<file path="config.mk">
export PLATFORM = sky130hd
export DESIGN_NAME = dispatch_completion_control
export DESIGN_NICKNAME = d
export VERILOG_FILES = /design/src/core/dispatch_pkg.sv /design/src/core/branch_resolve.sv /design/src/core/dispatch_completion_control.sv
export VERILOG_INCLUDE_DIRS = /design/src /design/src/core
export SDC_FILE = /design/constraint.sdc
export NUM_CORES = 1
export LEC_CHECK = 0
export BUFFER_PORTS_ARGS = -buffer_cell sky130_fd_sc_hd__buf_2
export CORE_MARGIN = 10
export CORE_UTILIZATION = 49
export CTS_CLUSTER_SIZE = 24
export DETAILED_ROUTE_END_ITERATION = 8
export PLACE_DENSITY_LB_ADDON = 0.08
export SLEW_MARGIN = 20
export SYNTH_ARGS = -nofsm -noshare
export SYNTH_HDL_FRONTEND = slang
export SYNTH_HIERARCHICAL = 1
export SYNTH_SLANG_ARGS = --single-unit
</file>
<file path="constraint.sdc">
create_clock -name clk -period 6.1 [get_ports clk]
set_clock_uncertainty 0.15 [all_clocks]
set_input_delay 0.915 -clock clk [delete_from_list [all_inputs] [get_ports clk]]
set_output_delay 0.915 -clock clk [all_outputs]
set_load 0.005 [all_outputs]
</file>
<file path="src/core/dispatch_cfg.svh">
// Configuration constants for the dual dispatch and completion control.
// Assumes inclusion by the package and the design modules by bare name.
`ifndef DISPATCH_CFG_SVH
`define DISPATCH_CFG_SVH

`define UNIT_W 3
`define NUM_UNITS 8
`define RENAME_W 3
`define CQ_CNT_W 3
`define CQ_DEPTH 6
`define EXEC_LIMIT 5
`define EXEC_CNT_W 4
`define SER_CNT_W 8
`define CR_LIMIT 1
`define GPR_LIMIT 2
`define FPR_LIMIT 1
`define BRANCH_UNIT_CYCLES 1

`endif

</file>
<file path="src/core/dispatch_pkg.sv">
// Types shared by the dispatch and completion control and its branch check.
// Assumes dispatch_cfg.svh supplies the unit, rename and counter widths.
`include "dispatch_cfg.svh"

package dispatch_pkg;

  typedef enum logic [2:0] {
    BR_PLAIN = 3'h0,
    BR_TO_LINK = 3'h1,
    BR_TO_COUNT = 3'h2,
    BR_DEC_COND = 3'h3,
    BR_COND_ONLY = 3'h4
  } branch_kind_t;

  typedef struct packed {
    logic valid;
    branch_kind_t kind;
    logic saves_link;
    logic cond_true;
  } branch_t;

  typedef struct packed {
    logic valid;
    logic [`UNIT_W-1:0] unit;
    logic [`RENAME_W-1:0] gpr_need;
    logic [`RENAME_W-1:0] fpr_need;
    logic serial;
    logic arch64;
  } slot_t;

  typedef struct packed {
    logic valid;
    logic finished;
    logic after_unresolved;
    logic exception;
    logic int_or_load;
    logic cr_upd;
    logic [1:0] gpr_upd;
    logic fpr_upd;
  } centry_t;

  typedef enum logic [1:0] {
    SER_IDLE = 2'b01,
    SER_BUSY = 2'b10
  } ser_state_t;

  typedef struct packed {
    ser_state_t ser;
    logic [`EXEC_CNT_W-1:0] exec_count;
    logic [`SER_CNT_W-1:0] ser_cycles;
    logic illegal;
    logic branch_done;
    logic discard;
    logic take_exception;
  } ctrl_state_t;

endpackage

</file>
<file path="src/core/branch_resolve.sv">
// Branch resolution check: may the branch resolve this cycle without stall.
// Assumes register availability flags come from the rename logic.
`timescale 1ns/1ns
`include "dispatch_cfg.svh"

module branch_resolve
(
  input wire dispatch_pkg::branch_t branch,
  input wire logic link_ready,
  input wire logic count_ready,
  input wire logic shadow_free,
  input wire logic unresolved_pred,
  output logic resolve_ok
);
  import dispatch_pkg::*;

  logic kind_ok;

  always_comb
  begin
    case (branch.kind)
      BR_TO_LINK: kind_ok = link_ready;
      BR_TO_COUNT: kind_ok = count_ready;
      BR_DEC_COND: kind_ok = (count_ready | ~branch.cond_true) & ~unresolved_pred;
      BR_COND_ONLY: kind_ok = ~unresolved_pred;
      default: kind_ok = 1'b1;
    endcase
    resolve_ok = branch.valid & kind_ok & (~branch.saves_link | shadow_free);
  end

endmodule

</file>
<file path="src/core/dispatch_completion_control.sv">
// Dual dispatch, retirement and branch resolution control for the core.
// Assumes slot, queue and rename inputs are synchronous to clk.
`timescale 1ns/1ns
`include "dispatch_cfg.svh"

module dispatch_completion_control
#(
  parameter int CQ_DEPTH = `CQ_DEPTH,
  parameter int EXEC_LIMIT = `EXEC_LIMIT,
  parameter int NUM_UNITS = `NUM_UNITS
)
(
  input wire logic clk,
  input wire logic rst_n,
  input wire dispatch_pkg::branch_t branch,
  input wire logic link_ready,
  input wire logic count_ready,
  input wire logic shadow_free,
  input wire logic unresolved_pred,
  input wire logic mispredict,
  input wire dispatch_pkg::slot_t lower_dispatch_slot,
  input wire dispatch_pkg::slot_t upper_dispatch_slot,
  input wire logic [NUM_UNITS-1:0] unit_free,
  input wire logic [`RENAME_W-1:0] gpr_free,
  input wire logic [`RENAME_W-1:0] fpr_free,
  input wire logic [`CQ_CNT_W-1:0] cq_count,
  input wire logic [1:0] exec_finish,
  input wire logic [`EXEC_CNT_W-1:0] squash_count,
  input wire logic ser_done,
  input wire dispatch_pkg::centry_t oldest_completion_entry,
  input wire dispatch_pkg::centry_t second_completion_entry,
  output logic branch_resolve_now,
  output logic branch_folded,
  output logic dispatch_lower,
  output logic dispatch_upper,
  output logic retire_oldest,
  output logic retire_second,
  output logic discard_younger,
  output logic illegal_instr,
  output logic take_exception,
  output logic serial_busy,
  output logic [`SER_CNT_W-1:0] serial_cycles,
  output logic [`EXEC_CNT_W-1:0] exec_count
);
  import dispatch_pkg::*;

  generate
    if (CQ_DEPTH < 2 || CQ_DEPTH >= (1 << `CQ_CNT_W))
    begin : g_bad_cq
      $error("CQ_DEPTH out of range");
    end
    if (EXEC_LIMIT < 2 || EXEC_LIMIT >= (1 << (`EXEC_CNT_W - 1)))
    begin : g_bad_exec
      $error("EXEC_LIMIT out of range");
    end
    if (NUM_UNITS > (1 << `UNIT_W) || NUM_UNITS < 2)
    begin : g_bad_units
      $error("NUM_UNITS out of range");
    end
    if (`BRANCH_UNIT_CYCLES != 1)
    begin : g_bad_fold
      $error("Fold logic assumes a one-cycle branch unit");
    end
    if (`CR_LIMIT > 2 || `GPR_LIMIT > 6 || `FPR_LIMIT > 2)
    begin : g_bad_pair
      $error("Paired update limits out of range");
    end
  endgenerate

  // Limits at counter width
  localparam logic [`CQ_CNT_W-1:0] CQ_MAX = `CQ_CNT_W'(CQ_DEPTH);
  localparam logic [`EXEC_CNT_W-1:0] EXEC_MAX = `EXEC_CNT_W'(EXEC_LIMIT);
  localparam logic [`SER_CNT_W-1:0] SER_SAT = {`SER_CNT_W{1'b1}};

  // Registered state and its next value
  ctrl_state_t state;
  ctrl_state_t next_state;

  logic resolve_ok;
  logic lower_ok;
  logic upper_ok;
  logic lower_unit;
  logic upper_unit;
  logic oldest_ok;
  logic second_ok;
  logic pair_ok;
  logic [`EXEC_CNT_W-1:0] issued;
  logic [`EXEC_CNT_W-1:0] drained;
  logic [`RENAME_W:0] gpr_sum;
  logic [`RENAME_W:0] fpr_sum;
  logic [NUM_UNITS-1:0] unit_left;
  logic [`EXEC_CNT_W:0] drain_sum;

  // True when the named unit is free
  function automatic logic unit_avail(input logic [NUM_UNITS-1:0] free, input logic [`UNIT_W-1:0] unit);
    unit_avail = (32'(unit) < NUM_UNITS) ? free[unit] : 1'b0;
  endfunction

  // True when the pool holds the need given
  function automatic logic pool_fits(input logic [`RENAME_W-1:0] free, input logic [`RENAME_W:0] need);
    pool_fits = ({1'b0, free} >= need);
  endfunction

  // Entry passes the common retire checks
  function automatic logic entry_ready(input centry_t e);
    entry_ready = e.valid & e.finished & ~e.after_unresolved & ~e.exception;
  endfunction

  // Paired updates stay within the limit
  function automatic logic pair_fits(input logic [1:0] a, input logic [1:0] b, input logic [2:0] limit);
    pair_fits = (({1'b0, a} + {1'b0, b}) <= limit);
  endfunction

  // Branch resolution conditions in their own block
  branch_resolve u_branch_resolve
  (
    .branch(branch),
    .link_ready(link_ready),
    .count_ready(count_ready),
    .shadow_free(shadow_free),
    .unresolved_pred(unresolved_pred),
    .resolve_ok(resolve_ok)
  );

  assign branch_resolve_now = resolve_ok;

  // Lower slot issue
  always_comb
  begin
    lower_unit = unit_avail(unit_free, lower_dispatch_slot.unit);
    lower_ok = lower_dispatch_slot.valid
      & ~lower_dispatch_slot.arch64
      & lower_unit
      & pool_fits(gpr_free, {1'b0, lower_dispatch_slot.gpr_need})
      & pool_fits(fpr_free, {1'b0, lower_dispatch_slot.fpr_need})
      & (cq_count < CQ_MAX)
      & (~lower_dispatch_slot.serial | (cq_count == '0))
      & (state.ser == SER_IDLE)
      & (state.exec_count < EXEC_MAX)
      & ~mispredict;
  end

  // Units still free once the lower slot has taken its own
  generate
    for (genvar u = 0; u < NUM_UNITS; u++)
    begin : g_unit_left
      assign unit_left[u] = unit_free[u] & ~(lower_ok & (lower_dispatch_slot.unit == `UNIT_W'(u)));
    end
  endgenerate

  // Upper slot issue, charged after the lower slot's share
  always_comb
  begin
    upper_unit = unit_avail(unit_left, upper_dispatch_slot.unit);
    // Both pools charged with the two shares summed
    gpr_sum = {1'b0, lower_dispatch_slot.gpr_need} + {1'b0, upper_dispatch_slot.gpr_need};
    fpr_sum = {1'b0, lower_dispatch_slot.fpr_need} + {1'b0, upper_dispatch_slot.fpr_need};
    upper_ok = lower_ok
      & ~lower_dispatch_slot.serial
      & upper_dispatch_slot.valid
      & ~upper_dispatch_slot.serial
      & ~upper_dispatch_slot.arch64
      & upper_unit
      & pool_fits(gpr_free, gpr_sum)
      & pool_fits(fpr_free, fpr_sum)
      & ({1'b0, cq_count} + {`CQ_CNT_W'(0), 1'b1} < {1'b0, CQ_MAX})
      & (state.exec_count + `EXEC_CNT_W'(1) < EXEC_MAX);
  end

  // Grants are combinational, seen by the far side this cycle
  assign dispatch_lower = lower_ok;
  assign dispatch_upper = upper_ok;

  // Retirement from the two oldest entries, oldest first
  always_comb
  begin
    // Mispredict holds retirement for its cycle
    oldest_ok = entry_ready(oldest_completion_entry) & ~mispredict;
    pair_ok = pair_fits({1'b0, oldest_completion_entry.cr_upd}, {1'b0, second_completion_entry.cr_upd},
        3'(`CR_LIMIT))
      & pair_fits(oldest_completion_entry.gpr_upd, second_completion_entry.gpr_upd,
        3'(`GPR_LIMIT))
      & pair_fits({1'b0, oldest_completion_entry.fpr_upd}, {1'b0, second_completion_entry.fpr_upd},
        3'(`FPR_LIMIT));
    second_ok = oldest_ok
      & entry_ready(second_completion_entry)
      & second_completion_entry.int_or_load
      & pair_ok;
  end

  // Oldest first, second only alongside it
  assign retire_oldest = oldest_ok;
  assign retire_second = second_ok;

  // Next state
  always_comb
  begin
    next_state = state;
    issued = `EXEC_CNT_W'(lower_ok) + `EXEC_CNT_W'(upper_ok);
    drain_sum = {1'b0, `EXEC_CNT_W'(exec_finish)};
    if (mispredict)
    begin
      drain_sum = drain_sum + {1'b0, squash_count};
    end
    // Saturate so a large squash cannot wrap
    drained = drain_sum[`EXEC_CNT_W] ? {`EXEC_CNT_W{1'b1}} : drain_sum[`EXEC_CNT_W-1:0];
    if (drained >= state.exec_count + issued)
    begin
      next_state.exec_count = '0;
    end
    else
    begin
      next_state.exec_count = state.exec_count + issued - drained;
    end
    // Illegal pulse for a valid arch64 lower slot while serial is idle and no mispredict
    next_state.illegal = lower_dispatch_slot.valid & lower_dispatch_slot.arch64
      & (state.ser == SER_IDLE) & ~mispredict;
    next_state.branch_done = resolve_ok;
    next_state.discard = mispredict;
    // Exception only for a finished, non-speculative oldest entry
    next_state.take_exception = oldest_completion_entry.valid & oldest_completion_entry.finished
      & oldest_completion_entry.exception & ~oldest_completion_entry.after_unresolved & ~mispredict;
    case (state.ser)
      SER_IDLE:
      begin
        // Count restarts for each serialized instruction
        next_state.ser_cycles = '0;
        if (lower_ok & lower_dispatch_slot.serial)
        begin
          next_state.ser = SER_BUSY;
        end
      end
      SER_BUSY:
      begin
        // Count stops at all ones rather than wrap
        if (state.ser_cycles != SER_SAT)
        begin
          next_state.ser_cycles = state.ser_cycles + `SER_CNT_W'(1);
        end
        // Busy until the far side signals the end
        if (ser_done)
        begin
          next_state.ser = SER_IDLE;
        end
      end
      default:
      begin
        next_state.ser = SER_IDLE;
        next_state.ser_cycles = '0;
      end
    endcase
  end

  // Pulses and counters register here
  always_ff @(posedge clk or negedge rst_n)
  begin
    if (!rst_n)
    begin
      state.ser <= SER_IDLE;
      state.exec_count <= '0;
      state.ser_cycles <= '0;
      state.illegal <= 1'b0;
      state.branch_done <= 1'b0;
      state.discard <= 1'b0;
      state.take_exception <= 1'b0;
    end
    else
    begin
      state <= next_state;
    end
  end

  // Registered outputs straight from state
  assign branch_folded = state.branch_done;
  assign discard_younger = state.discard;
  assign illegal_instr = state.illegal;
  assign take_exception = state.take_exception;
  assign serial_busy = (state.ser == SER_BUSY);
  assign serial_cycles = state.ser_cycles;
  assign exec_count = state.exec_count;

endmodule

</file>
* Word-level counts from Yosys, hierarchy flattened *
Cells that the tools add are included.

operators by class
  eq/ne operators = 17
  bitwise logic cells = 79
  mux-type cells = 13
  order comparisons = 14
  add/subtract/negate cells = 12
  reductions and logical operators = 3

operator list
  operator                                                                          count
  1-bit bitwise AND                                                                 56
  1-bit NOT                                                                         20
  8-bit two-way mux                                                                 2
  3-bit equality test, second input constant                                        5
  3-bit by 2-bit equality test with 1-bit output, second input constant             4
  4-bit by 3-bit < comparator with 1-bit output, second input constant              3
  3-bit by 3-bit adder with 4-bit output                                            2
  8-bit by 1-bit adder with 8-bit output, second input constant                     1
  3-bit by 4-bit greater-or-equal comparator with 1-bit output                      2
  3-bit by 4-bit < comparator with 1-bit output, second input constant              2
  4-bit two-way mux                                                                 2
  8-bit != test, second input constant                                              1
  1-bit by 1-bit adder with 2-bit output                                            3
  1-bit binary-select mux with 3-bit select                                         2
  3-bit by 1-bit equality test with 1-bit output, second input constant             2
  3-bit greater-or-equal comparator                                                 2
  3-bit zero test                                                                   2
  2-bit by 4-bit adder with 5-bit output                                            1
  5-bit two-way mux                                                                 1
  3-bit by 1-bit adder with 4-bit output, second input constant                     1
  4-bit by 1-bit adder with 4-bit output, second input constant                     1
  4-bit by 2-bit adder with 4-bit output                                            1
  4-bit greater-or-equal comparator                                                 1
  2-bit by 1-bit less-or-equal comparator with 1-bit output, second input constant  2
  14 further kinds                                                                  19

word-level totals
  input bits = 79
  register bits = 18
  output and inout bits = 22

* Longest topological paths before layout *
Gate-level depths: netlist of run 1.

  depth after elaboration = 24
  depth in mapped cells = 18
  gate-level depth less buffers = 18

* Modules after synthesis *
Netlist of run 1, hierarchy kept.

by module, submodules not included
  module                       area an instance (µm²)  times used  cells an instance
  dispatch_completion_control  2009.4                  1           224
  branch_resolve               62.6                    1           9

* Worst setup path before layout of run 1 *
No wires, ideal clock.

  kind = input to register
  from = input port lower_dispatch_slot[2] in the netlist's numbering
  to = register exec_count[2] (netlist name)
  setup time = 119 ps
  required time = 5831 ps
  path buffers = 0
  path slack = 1722 ps
  stages on the path = 16
  data arrival time = 4109 ps
  path through = ha_1 fa_1 inv_1 ha_1 o21ai_0 nor2_1 o32ai_1 nor4_1 o2111a_1 fa_1 ha_1 fa_1 a21o_1 a21oi_1 a41o_1 nor2_1

RTL lines
  what             RTL line                           text
  start, declared  dispatch_completion_control.sv:21  input wire dispatch_pkg::slot_t lower_dispatch_slot,

==> summary.txt, run 1 <==
Outcome
  • Outcome: completed

Clock tree
  • Sink Count: 18
  • Root Buffer: clkbuf_8
  • H-tree depth: 1
  • CTS Buf Count: 3
  • # resized after CTS: 0
  • Clock tree buffer depth: 2
  • Clock-pin transition on the worst setup and hold timing paths: 60 ps
  • Setup bufs post-CTS: 0
  • CTS tree: yes
  • Hold-fix buffer count after cts: 0
  • Worst-Skew Late Latency: 250 ps

Floorplanning
  • Rows: 23
  • Starting Density: 51.1%
  • Chip height: 85.0 microns
  • I/O pins: 101
  • Core region area: 4060 sq um
  • Chip width: 85.0 microns
  • Die area: 7230 sq um

Yosys
  • Seq/Total Area, Yosys: 21.8%
  • Syn Nets: 347
  • Synth Cell Area: 2070 sq um
  • Cells after synthesis: 233
  • Post-synth cell types: 56
  • Top-area cell type share of the netlist area: 20.5%
  • Synth warn: 6
  • Synthesized flop and latch total: 18
  • Post-synth top area cell: dfrtp_1
  • Main area contributors after synthesis: dfrtp_1 21%, ha_1 18%, fa_1 5.8%, inv_1 4.7%, buf_4 4.3%
  • Synth Flop Type: dfrtp_1
  • Mean Syn Cell Area: 8.89 sq um
  • Async SR Flop Fraction: 100%
  • Post-synth EDFFs: 0

Layout
  • Layout Nets: 434
  • Fillers: 378
  • Final instance area: 2540 sq um
  • Layout cells sized above 1: 34.2%
  • Antenna fix cells: 0
  • Area Growth Syn to Fin: 22.7%

GRT
  • Initial antenna violation count: 0
  • First-pass GRT wire length: 8750 microns
  • Met3 Usage GRT: 3.92%
  • Grt ovf: 0
  • Via count of the first global-routing pass: 2,003
  • Largest net degree at the start of global routing: 19
  • Global Route Usage Sum: 13.8%
  • GR Util met2: 23.4%
  • Met1 Usage GRT: 17.3%
  • Busiest grt layer: met2

Min path
  • HP Class: primary input to async pin

Pwr
  • Pwr dens: 181 nW/um^2
  • Maximum VDD drop: 0.0000901 V
  • LEAKAGE: 1.43 nW

Timing
  • Fin. max-slew vios: 0
  • Slew headroom: 70.9%
  • RSZ-0062 raised after global routing: no
  • Final setup violation count: 0
  • Final Worst Setup Slack: 1610 ps
  • Crit share post-route: 73.6%
  • Final min period: 4490 ps
  • Fin Setup TNS: 0 ps
  • Highest Clock Rate: 223 MHz
  • Worst slew pin tran: 436 ps
  • Final Hold Fails: 0

Placement
  • DP Wirelength: 4630 microns
  • Buffers on Ports: 99
  • DP Worst Slack: 1370 ps
  • Post-DP Area: 2500 sq um
  • GP Congestion: 0.864

Setup path
  • Sequence of cells on the critical path: buf_2 -> ha_1 -> fa_1 -> inv_1 -> ha_1 -> o21ai_0 -> nor2_1 -> o32ai_1 -> nor4_1 -> o2111a_1 -> fa_1 -> inv_1 -> ha_1 -> inv_1 -> fa_1 -> a21o_1 -> a21oi_1 -> a41o_1 -> nor2_1
  • Crit-path max FO: 3
  • Critical path data arrival time: 4480 ps
  • CP Buf/Inv Count: 4
  • Critical path class: primary input to register
  • Worst path max stage delay: 490 ps
  • Slowest-stage cell, CP: fa_1
  • CP endpoint kind: register
  • Top delay family on crit path: adder cells
  • Crit path required time: 6090 ps
  • Critical Path Source Type: primary input

Detailed routing
  • Post-route ant nets: 0
  • Via density: 5.19
  • Detailed-router iteration count before antenna repair: 4
  • DR vias: 1,916
  • Initial DRC count: 80
  • Wire per inst: 14.1 microns
  • Drc violations: 0
  • Routed wire length: 5190 microns

Job
  • Max Cap Viol: 0
## final timing paths
path	slack, ps	cells past startpoint	startpoint	end
worst min register to register	430	1	serial_cycles[6]$_DFFE_PN0P_	serial_cycles[6]$_DFFE_PN0P_
worst min-delay path	430	1	rst_n	serial_cycles[6]$_DFFE_PN0P_
max in group asynchronous	5060	1	rst_n	state[16]$_DFFE_PN1P_
worst max-delay path	1610	19	lower_dispatch_slot[2]	exec_count[3]$_DFF_PN0_
min in group clk	430	1	serial_cycles[6]$_DFFE_PN0P_	serial_cycles[6]$_DFFE_PN0P_
worst max register to register	2420	14	state[16]$_DFFE_PN1P_	exec_count[3]$_DFF_PN0_
## per-stage QoR
stage | util [%] | hold WS [ps] | total power [W] | instances
global route | 62.7 | 451 | 0.000506 | 369
CTS | 62.7 | 436 | 0.000465 | 369
detailed placement | 61.5 | 418 | 0.000381 | 365
floorplan | - | 378 | 0.000314 | 233
global placement | 61.5 | 404 | 0.000375 | 365
finish | 62.7 | 428 | 0.000459 | 369
## state kept, by name (all words and copies together), names as in the netlist
| signal | count |
|---|---|
| discard_younger | 1 |
| serial_cycles | 8 |
| take_exception | 1 |
| branch_folded | 1 |
| illegal_instr | 1 |
| state | 2 |
| exec_count | 4 |
## Yosys cell counts, drive strengths merged, types with 5 or more instances
master and instances:
ha 29, inv 26, nor2 22, dfrtp 17
buf 16, a21oi 10, nand3 10, nand2 9
a21o 6, fa 6, xnor2 6, xor2 6
nor3b 5, o21ai 5
## cell usage in the layout (no fill, tap or decap), drive strengths merged, types with 6 or more instances in the layout
cell type | synthesis | final
xnor2 | 6 | 6
inv | 26 | 26
fa | 6 | 6
nand3 | 10 | 10
nand2 | 9 | 9
ha | 29 | 29
a21o | 6 | 6
dfrtp | 17 | 17
nor2 | 22 | 22
a21oi | 10 | 10
xor2 | 6 | 6
buf | 16 | 99
## worst reg2reg max path, delay by kind of cell (launching register included)
| family | cells | cell delay [ps] |
|---|---|---|
| AND/OR/NAND/NOR | 3 | 420 |
| buffers and inverters | 2 | 140 |
| flip-flops | 1 | 520 |
| AO/OA/AOI/OAI | 6 | 1400 |
| adder cells (fa/ha/maj) | 3 | 970 |
## per-layer routing
metal / part of all wire [%] / vias up
met5: 0 / -
met4: 0.48 / 0
met3: 7.5 / 5
met2: 48 / 67
met1: 44 / 854
li1: - / 990
## report_power, final
part	internal [W]	total [W]	switching, W
sequential	0.000134	0.000155	0.0000209
clock	0.0000463	0.0000822	0.0000359
combinational	0.000110	0.000222	0.000112
## area by class of cell
| cell class | instances | area, sq um | area share, % |
|---|---|---|---|
| clock buffers | 4 | 45.0 | 1.77 |
| inverters | 26 | 97.6 | 3.84 |
| multi-input cells | 172 | 1390 | 54.7 |
| flip-flops and latches | 18 | 452 | 17.8 |
| well taps | 50 | 62.6 | 2.46 |
| repair buffers | 99 | 495 | 19.5 |
## cell families after synthesis
kind of cell | share of synthesized area (%)
mux | 3.02
buf+inv | 11.1
compound gates | 15.6
fa+ha+maj | 23.3
simple gates | 20.1
flops | 21.8
xor+xnor | 5.07
Note: power is estimated with default switching activity, not from simulation.
==> run 2, diff against run 1 <==
CORE_UTILIZATION = 42   (was 49)
clock period = 3.7 ns   (was 6.1 ns; I/O delays follow)
==> summary.txt, run 2 (synthesis gave the netlist of run 1 again) <==
Pwr
  • Sw frac: 34.8% (-2.0 points)
  • Pwr dens: 307 nW/um^2 (+70%)
  • Logic gate share of total power: 52.2% (+3.8 points)
  • Sequential Power Share: 29.9% (-3.8 points)
  • LEAKAGE: 1.52 nW (+6.4%)
  • Clock Power Share: 17.9% (about the same)
  • Maximum VDD drop: 0.000188 V (+110%)
  • Pint: 0.000559 W (+93%)
  • Net Sw Power: 0.000299 W (+77%)

GRT
  • Busiest grt layer: met2
  • Initial antenna violation count: 0 (unchanged)
  • Met3 Usage GRT: 4.07% (+0.15 points)
  • GR Util met2: 21.5% (-1.9 points)
  • Met1 Usage GRT: 15.6% (-1.7 points)
  • Largest net degree at the start of global routing: 19 (unchanged)
  • Global Route Usage Sum: 12.8% (-1.0 points)
  • Via count of the first global-routing pass: 2,041 (+1.9%)
  • First-pass GRT wire length: 9030 microns (+3.2%)
  • Grt ovf: 0 (unchanged)

Timing
  • Final Hold Fails: 0 (unchanged)
  • Fin. max-slew vios: 0 (unchanged)
  • Highest Clock Rate: 258 MHz
  • Worst slew pin tran: 385 ps (-50.7 ps)
  • Crit share post-route: 105%
  • RSZ-0062 raised after global routing: yes
  • Final setup violation count: 4 (+4)
  • Slew headroom: 74.0% (+3.1 points)
  • Final min period: 3880 ps
  • Fin Setup TNS: -657 ps (-657 ps)
  • Final Worst Setup Slack: -183 ps (-1800 ps)

Placement
  • Buffers on Ports: 99 (unchanged)
  • Post-DP Area: 2680 sq um (+7.2%)
  • DP Wirelength: 4950 microns (+7.0%)
  • Post-Place Cells: 395 (+8.2%)
  • GP Congestion: 0.790 (-8.5%)

Floorplanning
  • Die area: 8140 sq um (+13%)
  • Rows: 25 (+8.7%)
  • Core region area: 4750 sq um (+17%)
  • Chip width: 90.2 microns (+6.1%)
  • I/O pins: 101 (unchanged)
  • Starting Density: 43.6% (-7.5 points)
  • Chip height: 90.2 microns (+6.1%)

Layout
  • Final Core Density: 58.8% (-3.8 points)
  • Antenna fix cells: 0 (unchanged)
  • Layout cells sized above 1: 41.7% (+7.5 points)
  • Fin cells: 403 (+9.2%)
  • Largest register FFs: 8 (unchanged)
  • Final instance area: 2800 sq um (+10%)
  • Commonest non-fill, non-tap cells in the layout: 97 x buf_2, 25 x ha_1, 23 x inv_1
  • Layout Nets: 451 (+3.9%)
  • Area Growth Syn to Fin: 35.0%
  • Fillers: 486 (+29%)
  • Commonest non-fill, non-tap cell in the layout: buf_2

Clock tree
  • Hold-fix buffer count after cts: 0 (unchanged)
  • H-tree depth: 1 (unchanged)
  • Worst-Skew Late Latency: 240 ps (about the same)
  • Clock-pin transition on the worst setup and hold timing paths: 70 ps (about the same)
  • Root Buffer: clkbuf_8
  • Clock tree buffer depth: 2 (unchanged)
  • Sink Count: 18 (unchanged)
  • CTS Buf Count: 3 (unchanged)
  • CTS tree: yes

Detailed routing
  • Post-route ant nets: 0 (unchanged)
  • DR vias: 1,996 (+4.2%)
  • Drc violations: 0 (unchanged)
  • Via density: 4.95 (-4.6%)
  • Initial DRC count: 33 (-59%)
  • Routed wire length: 5510 microns (+6.2%)
  • Detailed-router iteration count before antenna repair: 4 (unchanged)
  • Wire per inst: 13.7 microns (-2.7%)

Setup path
  • Reg-to-reg critical path endpoint: exec_count[2]$_DFF_PN0_
  • Crit-path max FO: 3 (unchanged)
  • FF-to-FF setup slack: 370 ps (-2050 ps)
  • Reg2reg path depth: 14 (unchanged)
  • Crit path required time: 3680 ps (-2410 ps)
  • Critical path data arrival time: 3870 ps (-610 ps)
  • CP endpoint kind: register
  • Critical Path Source Type: primary input
  • Worst r2r src: state[16]$_DFFE_PN1P_
  • Critical path class: primary input to register

Job
  • Max Cap Viol: 0 (unchanged)

Outcome
  • Outcome: finished with violations
  • Failing checks: negative setup slack

Min path
  • HP Class: primary input to async pin
-- run 2: cell count changes in the layout (fill, tap and decap cells not counted), moves of 2 or more --
cell	before	now
inv_1	26	23
buf_4	0	16
ha_1	29	25
fa_1	6	3
inv_2	0	2
buf_6	0	2
fa_2	0	3
buf_2	99	97
ha_4	0	4
-- run 2: layer usage --
| layer | share of wire [%] | routed length [microns] |
|---|---|---|
| met1 | 45 | 2500 |
| met2 | 46 | 2550 |
| met3 | 7.6 | 421 |
| met4 | 0.74 | 41 |
| met5 | 0 | 0 |
-- run 2: worst max-delay path by stage --
stage | startpoint | end | slack [ps]
detailed placement | lower_dispatch_slot[2] | exec_count[2]$_DFF_PN0_ | -590
CTS | lower_dispatch_slot[2] | exec_count[2]$_DFF_PN0_ | -270
global route | lower_dispatch_slot[2] | exec_count[2]$_DFF_PN0_ | -330
finish | lower_dispatch_slot[2] | exec_count[2]$_DFF_PN0_ | -180
global placement | lower_dispatch_slot[2] | exec_count[2]$_DFF_PN0_ | -530
floorplan | lower_dispatch_slot[2] | exec_count[2]$_DFF_PN0_ | -190
-- run 2: layout make-up --
type | instances | area, sq um | area share, %
multi-input combinational | 172 | 1460 | 52.1
timing repair buffer | 116 | 648 | 23.2
sequential | 18 | 452 | 16.2
inverter | 26 | 100 | 3.58
tap | 67 | 83.8 | 3.00
clock buffer | 4 | 55.1 | 1.97
-- run 2: what timing repair did --
| item | 4_1_cts | 5_1_grt |
|---|---|---|
| pin swaps | 1 | 0 |
| endpoints found under the setup margin | 4 | 4 |
| setup buffers | 3 | 1 |
| gates resized for setup | 5 | 3 |
-- run 2: metrics by stage --
stage          power (W)  hold WS, ps  setup slack, ps
6_report        0.000858         76.9             -183
5_1_grt         0.000936          102             -334
4_1_cts         0.000863         94.7             -266
3_5_place_dp    0.000683          361             -588
3_3_place_gp    0.000677          353             -527
2_1_floorplan   0.000545          109             -187
-- run 2: critical path, stage by stage --
cell and delay [ps]:
buf_6 100, ha_4 150, fa_2 520, inv_2 40, ha_4 250, o21ai_2 50, nor2_2 100, o32ai_1 90
nor4_1 170, o2111a_1 260, fa_2 450, inv_2 80, ha_4 140, inv_4 30, fa_2 330, a21o_1 170
a21oi_2 150, a41o_1 150, nor2_1 60
-- run 2: power by group through the flow --
stage               clock (W)  combinational, W  sequential [W]
detailed placement          0          0.000423        0.000261
global placement            0          0.000417        0.000260
global route         0.000168          0.000506        0.000263
CTS                  0.000158          0.000448        0.000258
finish               0.000153          0.000448        0.000257
floorplan                   0          0.000293        0.000251
==> run 3, diff against run 2 <==
ABC_AREA = 1   (was not set)
CORE_UTILIZATION = 43   (was 42)
SLEW_MARGIN = not set   (was 20)
==> summary.txt, run 3 <==
GRT
  • Global Route Usage Sum: 13.3% (+0.44 points)
  • Initial antenna violation count: 0 (unchanged)
  • GR Util met2: 24.3% (+2.8 points)
  • First-pass GRT wire length: 9710 microns (+7.6%)
  • Met1 Usage GRT: 14.9% (-0.76 points)
  • Grt ovf: 0 (unchanged)
  • Busiest grt layer: met2
  • Via count of the first global-routing pass: 2,346 (+15%)
  • Met3 Usage GRT: 4.81% (+0.74 points)
  • Largest net degree at the start of global routing: 19 (unchanged)

Setup path
  • Critical path data arrival time: 3790 ps (-80 ps)
  • Critical Path Source Type: primary input
  • Worst r2r src: state[16]$_DFFE_PN1P_
  • Crit-path max FO: 5 (+2)
  • Worst Setup SP: lower_dispatch_slot[5]
  • CP endpoint kind: register
  • Critical path class: primary input to register
  • Crit path required time: 3720 ps (+40 ps)

Timing
  • Fin. max-slew vios: 0 (unchanged)
  • Slew headroom: 65.3% (-8.6 points)
  • RSZ-0062 raised after global routing: yes
  • Final setup violation count: 4 (unchanged)
  • Final min period: 3770 ps (-114 ps)
  • Final Hold Fails: 0 (unchanged)
  • Final Worst Setup Slack: -69.8 ps (+114 ps)
  • Worst slew pin tran: 518 ps (+133 ps)
  • Highest Clock Rate: 265 MHz (+3.0%)
  • Crit share post-route: 102% (-3.1 points)

Pwr
  • Logic gate share of total power: 49.3% (-2.9 points)
  • Sequential Power Share: 30.9% (+1.0 points)
  • Sw frac: 37.2% (+2.3 points)
  • Pwr dens: 273 nW/um^2 (-11%)
  • LEAKAGE: 1.68 nW (+10%)
  • Pint: 0.000505 W (-9.6%)
  • Net Sw Power: 0.000299 W (about the same)
  • Maximum VDD drop: 0.000184 V (-2.1%)
  • Clock Power Share: 19.8% (+1.9 points)

Detailed routing
  • DR vias: 2,236 (+12%)
  • Initial DRC count: 41 (+24%)
  • Drc violations: 0 (unchanged)
  • Via density: 4.70 (-5.2%)
  • Routed wire length: 5610 microns (+1.7%)
  • Detailed-router iteration count before antenna repair: 4 (unchanged)
  • Post-route ant nets: 0 (unchanged)
  • Wire per inst: 11.8 microns (-14%)

Clock tree
  • CTS Buf Count: 3 (unchanged)
  • Worst-Skew Late Latency: 250 ps (about the same)
  • Clock-pin transition on the worst setup and hold timing paths: 70 ps (about the same)
  • Root Buffer: clkbuf_8
  • H-tree depth: 1 (unchanged)
  • Clock tree buffer depth: 2 (unchanged)
  • CTS tree: yes
  • Sink Count: 18 (unchanged)

Layout
  • Fillers: 475 (-2.3%)
  • Commonest non-fill, non-tap cells in the layout: 95 x buf_2, 52 x inv_1, 46 x nand2_1
  • Multi-input logic area: 1510 sq um (+3.4%)
  • Final Core Density: 58.3% (-0.48 points)
  • Area Growth Syn to Fin: 32.9%
  • Fin cells: 476 (+18%)
  • Antenna fix cells: 0 (unchanged)
  • Layout Nets: 521 (+16%)
  • Layout cells sized above 1: 37.7% (-4.0 points)
  • Commonest non-fill, non-tap cell in the layout: buf_2
  • Register area: 452 sq um (unchanged)
  • Largest register FFs: 8 (unchanged)

Yosys
  • Synth Cell Area: 2210 sq um (+6.8%)
  • Synthesized flop and latch total: 18 (unchanged)
  • Synth warn: 6 (unchanged)
  • Async SR Flop Fraction: 100% (unchanged)
  • Seq/Total Area, Yosys: 20.4% (-1.4 points)
  • Cell with the most instances after synthesis: inv_1
  • Post-synth top area cell: dfrtp_1
  • List of most frequent post-synthesis cells: 55 x inv_1, 47 x nand2_1, 30 x nand3_1, 29 x ha_1, 29 x nor2_1
  • Top-area cell type share of the netlist area: 19.2% (-1.3 points)
  • Synth Flop Type: dfrtp_1
  • Main area contributors after synthesis: dfrtp_1 19%, ha_1 16%, inv_1 9.3%, nand2_1 8.0%, nand3_1 6.8%
  • Post-synth EDFFs: 0 (unchanged)
  • Syn Nets: 421 (+21%)
  • Post-synth cell types: 40 (-29%)
  • Mean Syn Cell Area: 7.21 sq um (-19%)
  • Cells after synthesis: 307 (+32%)

Floorplanning
  • Starting Density: 43.9% (+0.32 points)
  • Die area: 8420 sq um (+3.4%)
  • I/O pins: 101 (unchanged)
  • Core region area: 5040 sq um (+6.1%)
  • Chip width: 91.7 microns (+1.7%)
  • Rows: 26 (+4.0%)
  • Chip height: 91.7 microns (+1.7%)

Placement
  • DP Wirelength: 5060 microns (+2.2%)
  • Post-Place Cells: 469 (+19%)
  • Buffers on Ports: 99 (unchanged)
  • GP Congestion: 0.833 (+5.4%)

Outcome
  • Failing checks: negative setup slack
  • Outcome: finished with violations

Min path
  • HP Class: primary input to async pin

Job
  • Max Cap Viol: 0 (unchanged)
run 3: cell count changes in the layout (fill, tap and decap cells not counted), moves of 6 or more:
| cell | delta |
|---|---|
| a21o_1 | -6 |
| inv_2 | +10 |
| nor2_1 | +9 |
| buf_4 | -6 |
| inv_1 | +29 |
| nand3_1 | +20 |
| nand2_1 | +37 |
run 3: area by class of cell:
type	count	share of cell area [%]
inverters	64	8.17
flip-flops and latches	18	15.4
repair buffers	109	20.4
clock buffers	4	1.87
multi-input cells	211	51.3
well taps	70	2.98
run 3: path summary, 6_finish.rpt:
check,to,slack (ps),depth (start not counted)
worst max-delay path,exec_count[2]$_DFF_PN0_,-70,19
max in group asynchronous,state[16]$_DFFE_PN1P_,3000,1
worst min register to register,serial_cycles[0]$_DFFE_PN0P_,390,1
min in group clk,state[16]$_DFFE_PN1P_,340,2
worst max register to register,exec_count[2]$_DFF_PN0_,420,19
worst min-delay path,serial_cycles[3]$_DFFE_PN0P_,70,1
run 3: repair_timing:
item                       CTS  global route
buffers inserted             2             1
cloned                       0             0
setup endpoints to repair    4             4
pin swaps                    4            10
hold buffers                 0             0
resized for setup            4            10
run 3: power by group through the flow:
stage / Combinational [W] / Sequential [W] / Clock (W)
2_1_floorplan: 0.000271 / 0.000244 / 0
3_3_place_gp: 0.000372 / 0.000253 / 0
3_5_place_dp: 0.000380 / 0.000253 / 0
4_1_cts: 0.000388 / 0.000249 / 0.000165
5_1_grt: 0.000461 / 0.000254 / 0.000174
6_report: 0.000396 / 0.000249 / 0.000159
run 3: routing by layer:
layer	routed length, microns	vias up
li1	-	1191
met5	0	-
met3	430	2
met1	2430	981
met4	8	0
met2	2740	62
run 3: cell families (layout without fill, tap and decap cells):
family / Yosys count / count (layout) / share of synthesized area [%]
and+or+nand+nor: 124 / 124 / 26.5
buffers and inverters: 78 / 177 / 15.6
AOI/OAI and AO/OA: 46 / 46 / 13.3
adders and majority gates: 35 / 35 / 21.8
DFF: 18 / 18 / 20.4
xor gates and xnor gates: 6 / 6 / 2.37
run 3: critical path, stage by stage:
cell	delay (ps)
buf_8	100
ha_4	150
fa_1	470
inv_1	40
ha_1	250
a21boi_2	150
o21a_1	170
o22ai_1	100
nor2_1	80
nand3_1	90
a21oi_2	60
fa_2	410
ha_4	170
xor2_1	140
ha_2	390
nand2_2	70
a21oi_2	130
o21ai_2	90
nor3b_1	160
run 3: stage by stage:
stage               setup slack [ps]  total power [W]  TNS (ps)  area (sq um)  hold slack, ps
floorplan                      -63.7         0.000515      -119          2280             109
global placement                -355         0.000625     -1300          2810             354
detailed placement              -409         0.000633     -1560          2810             364
CTS                            -81.4         0.000802      -277          2900            86.6
global route                    -259         0.000889      -993          2940            95.0
finish                         -69.8         0.000804      -235          2940            74.6
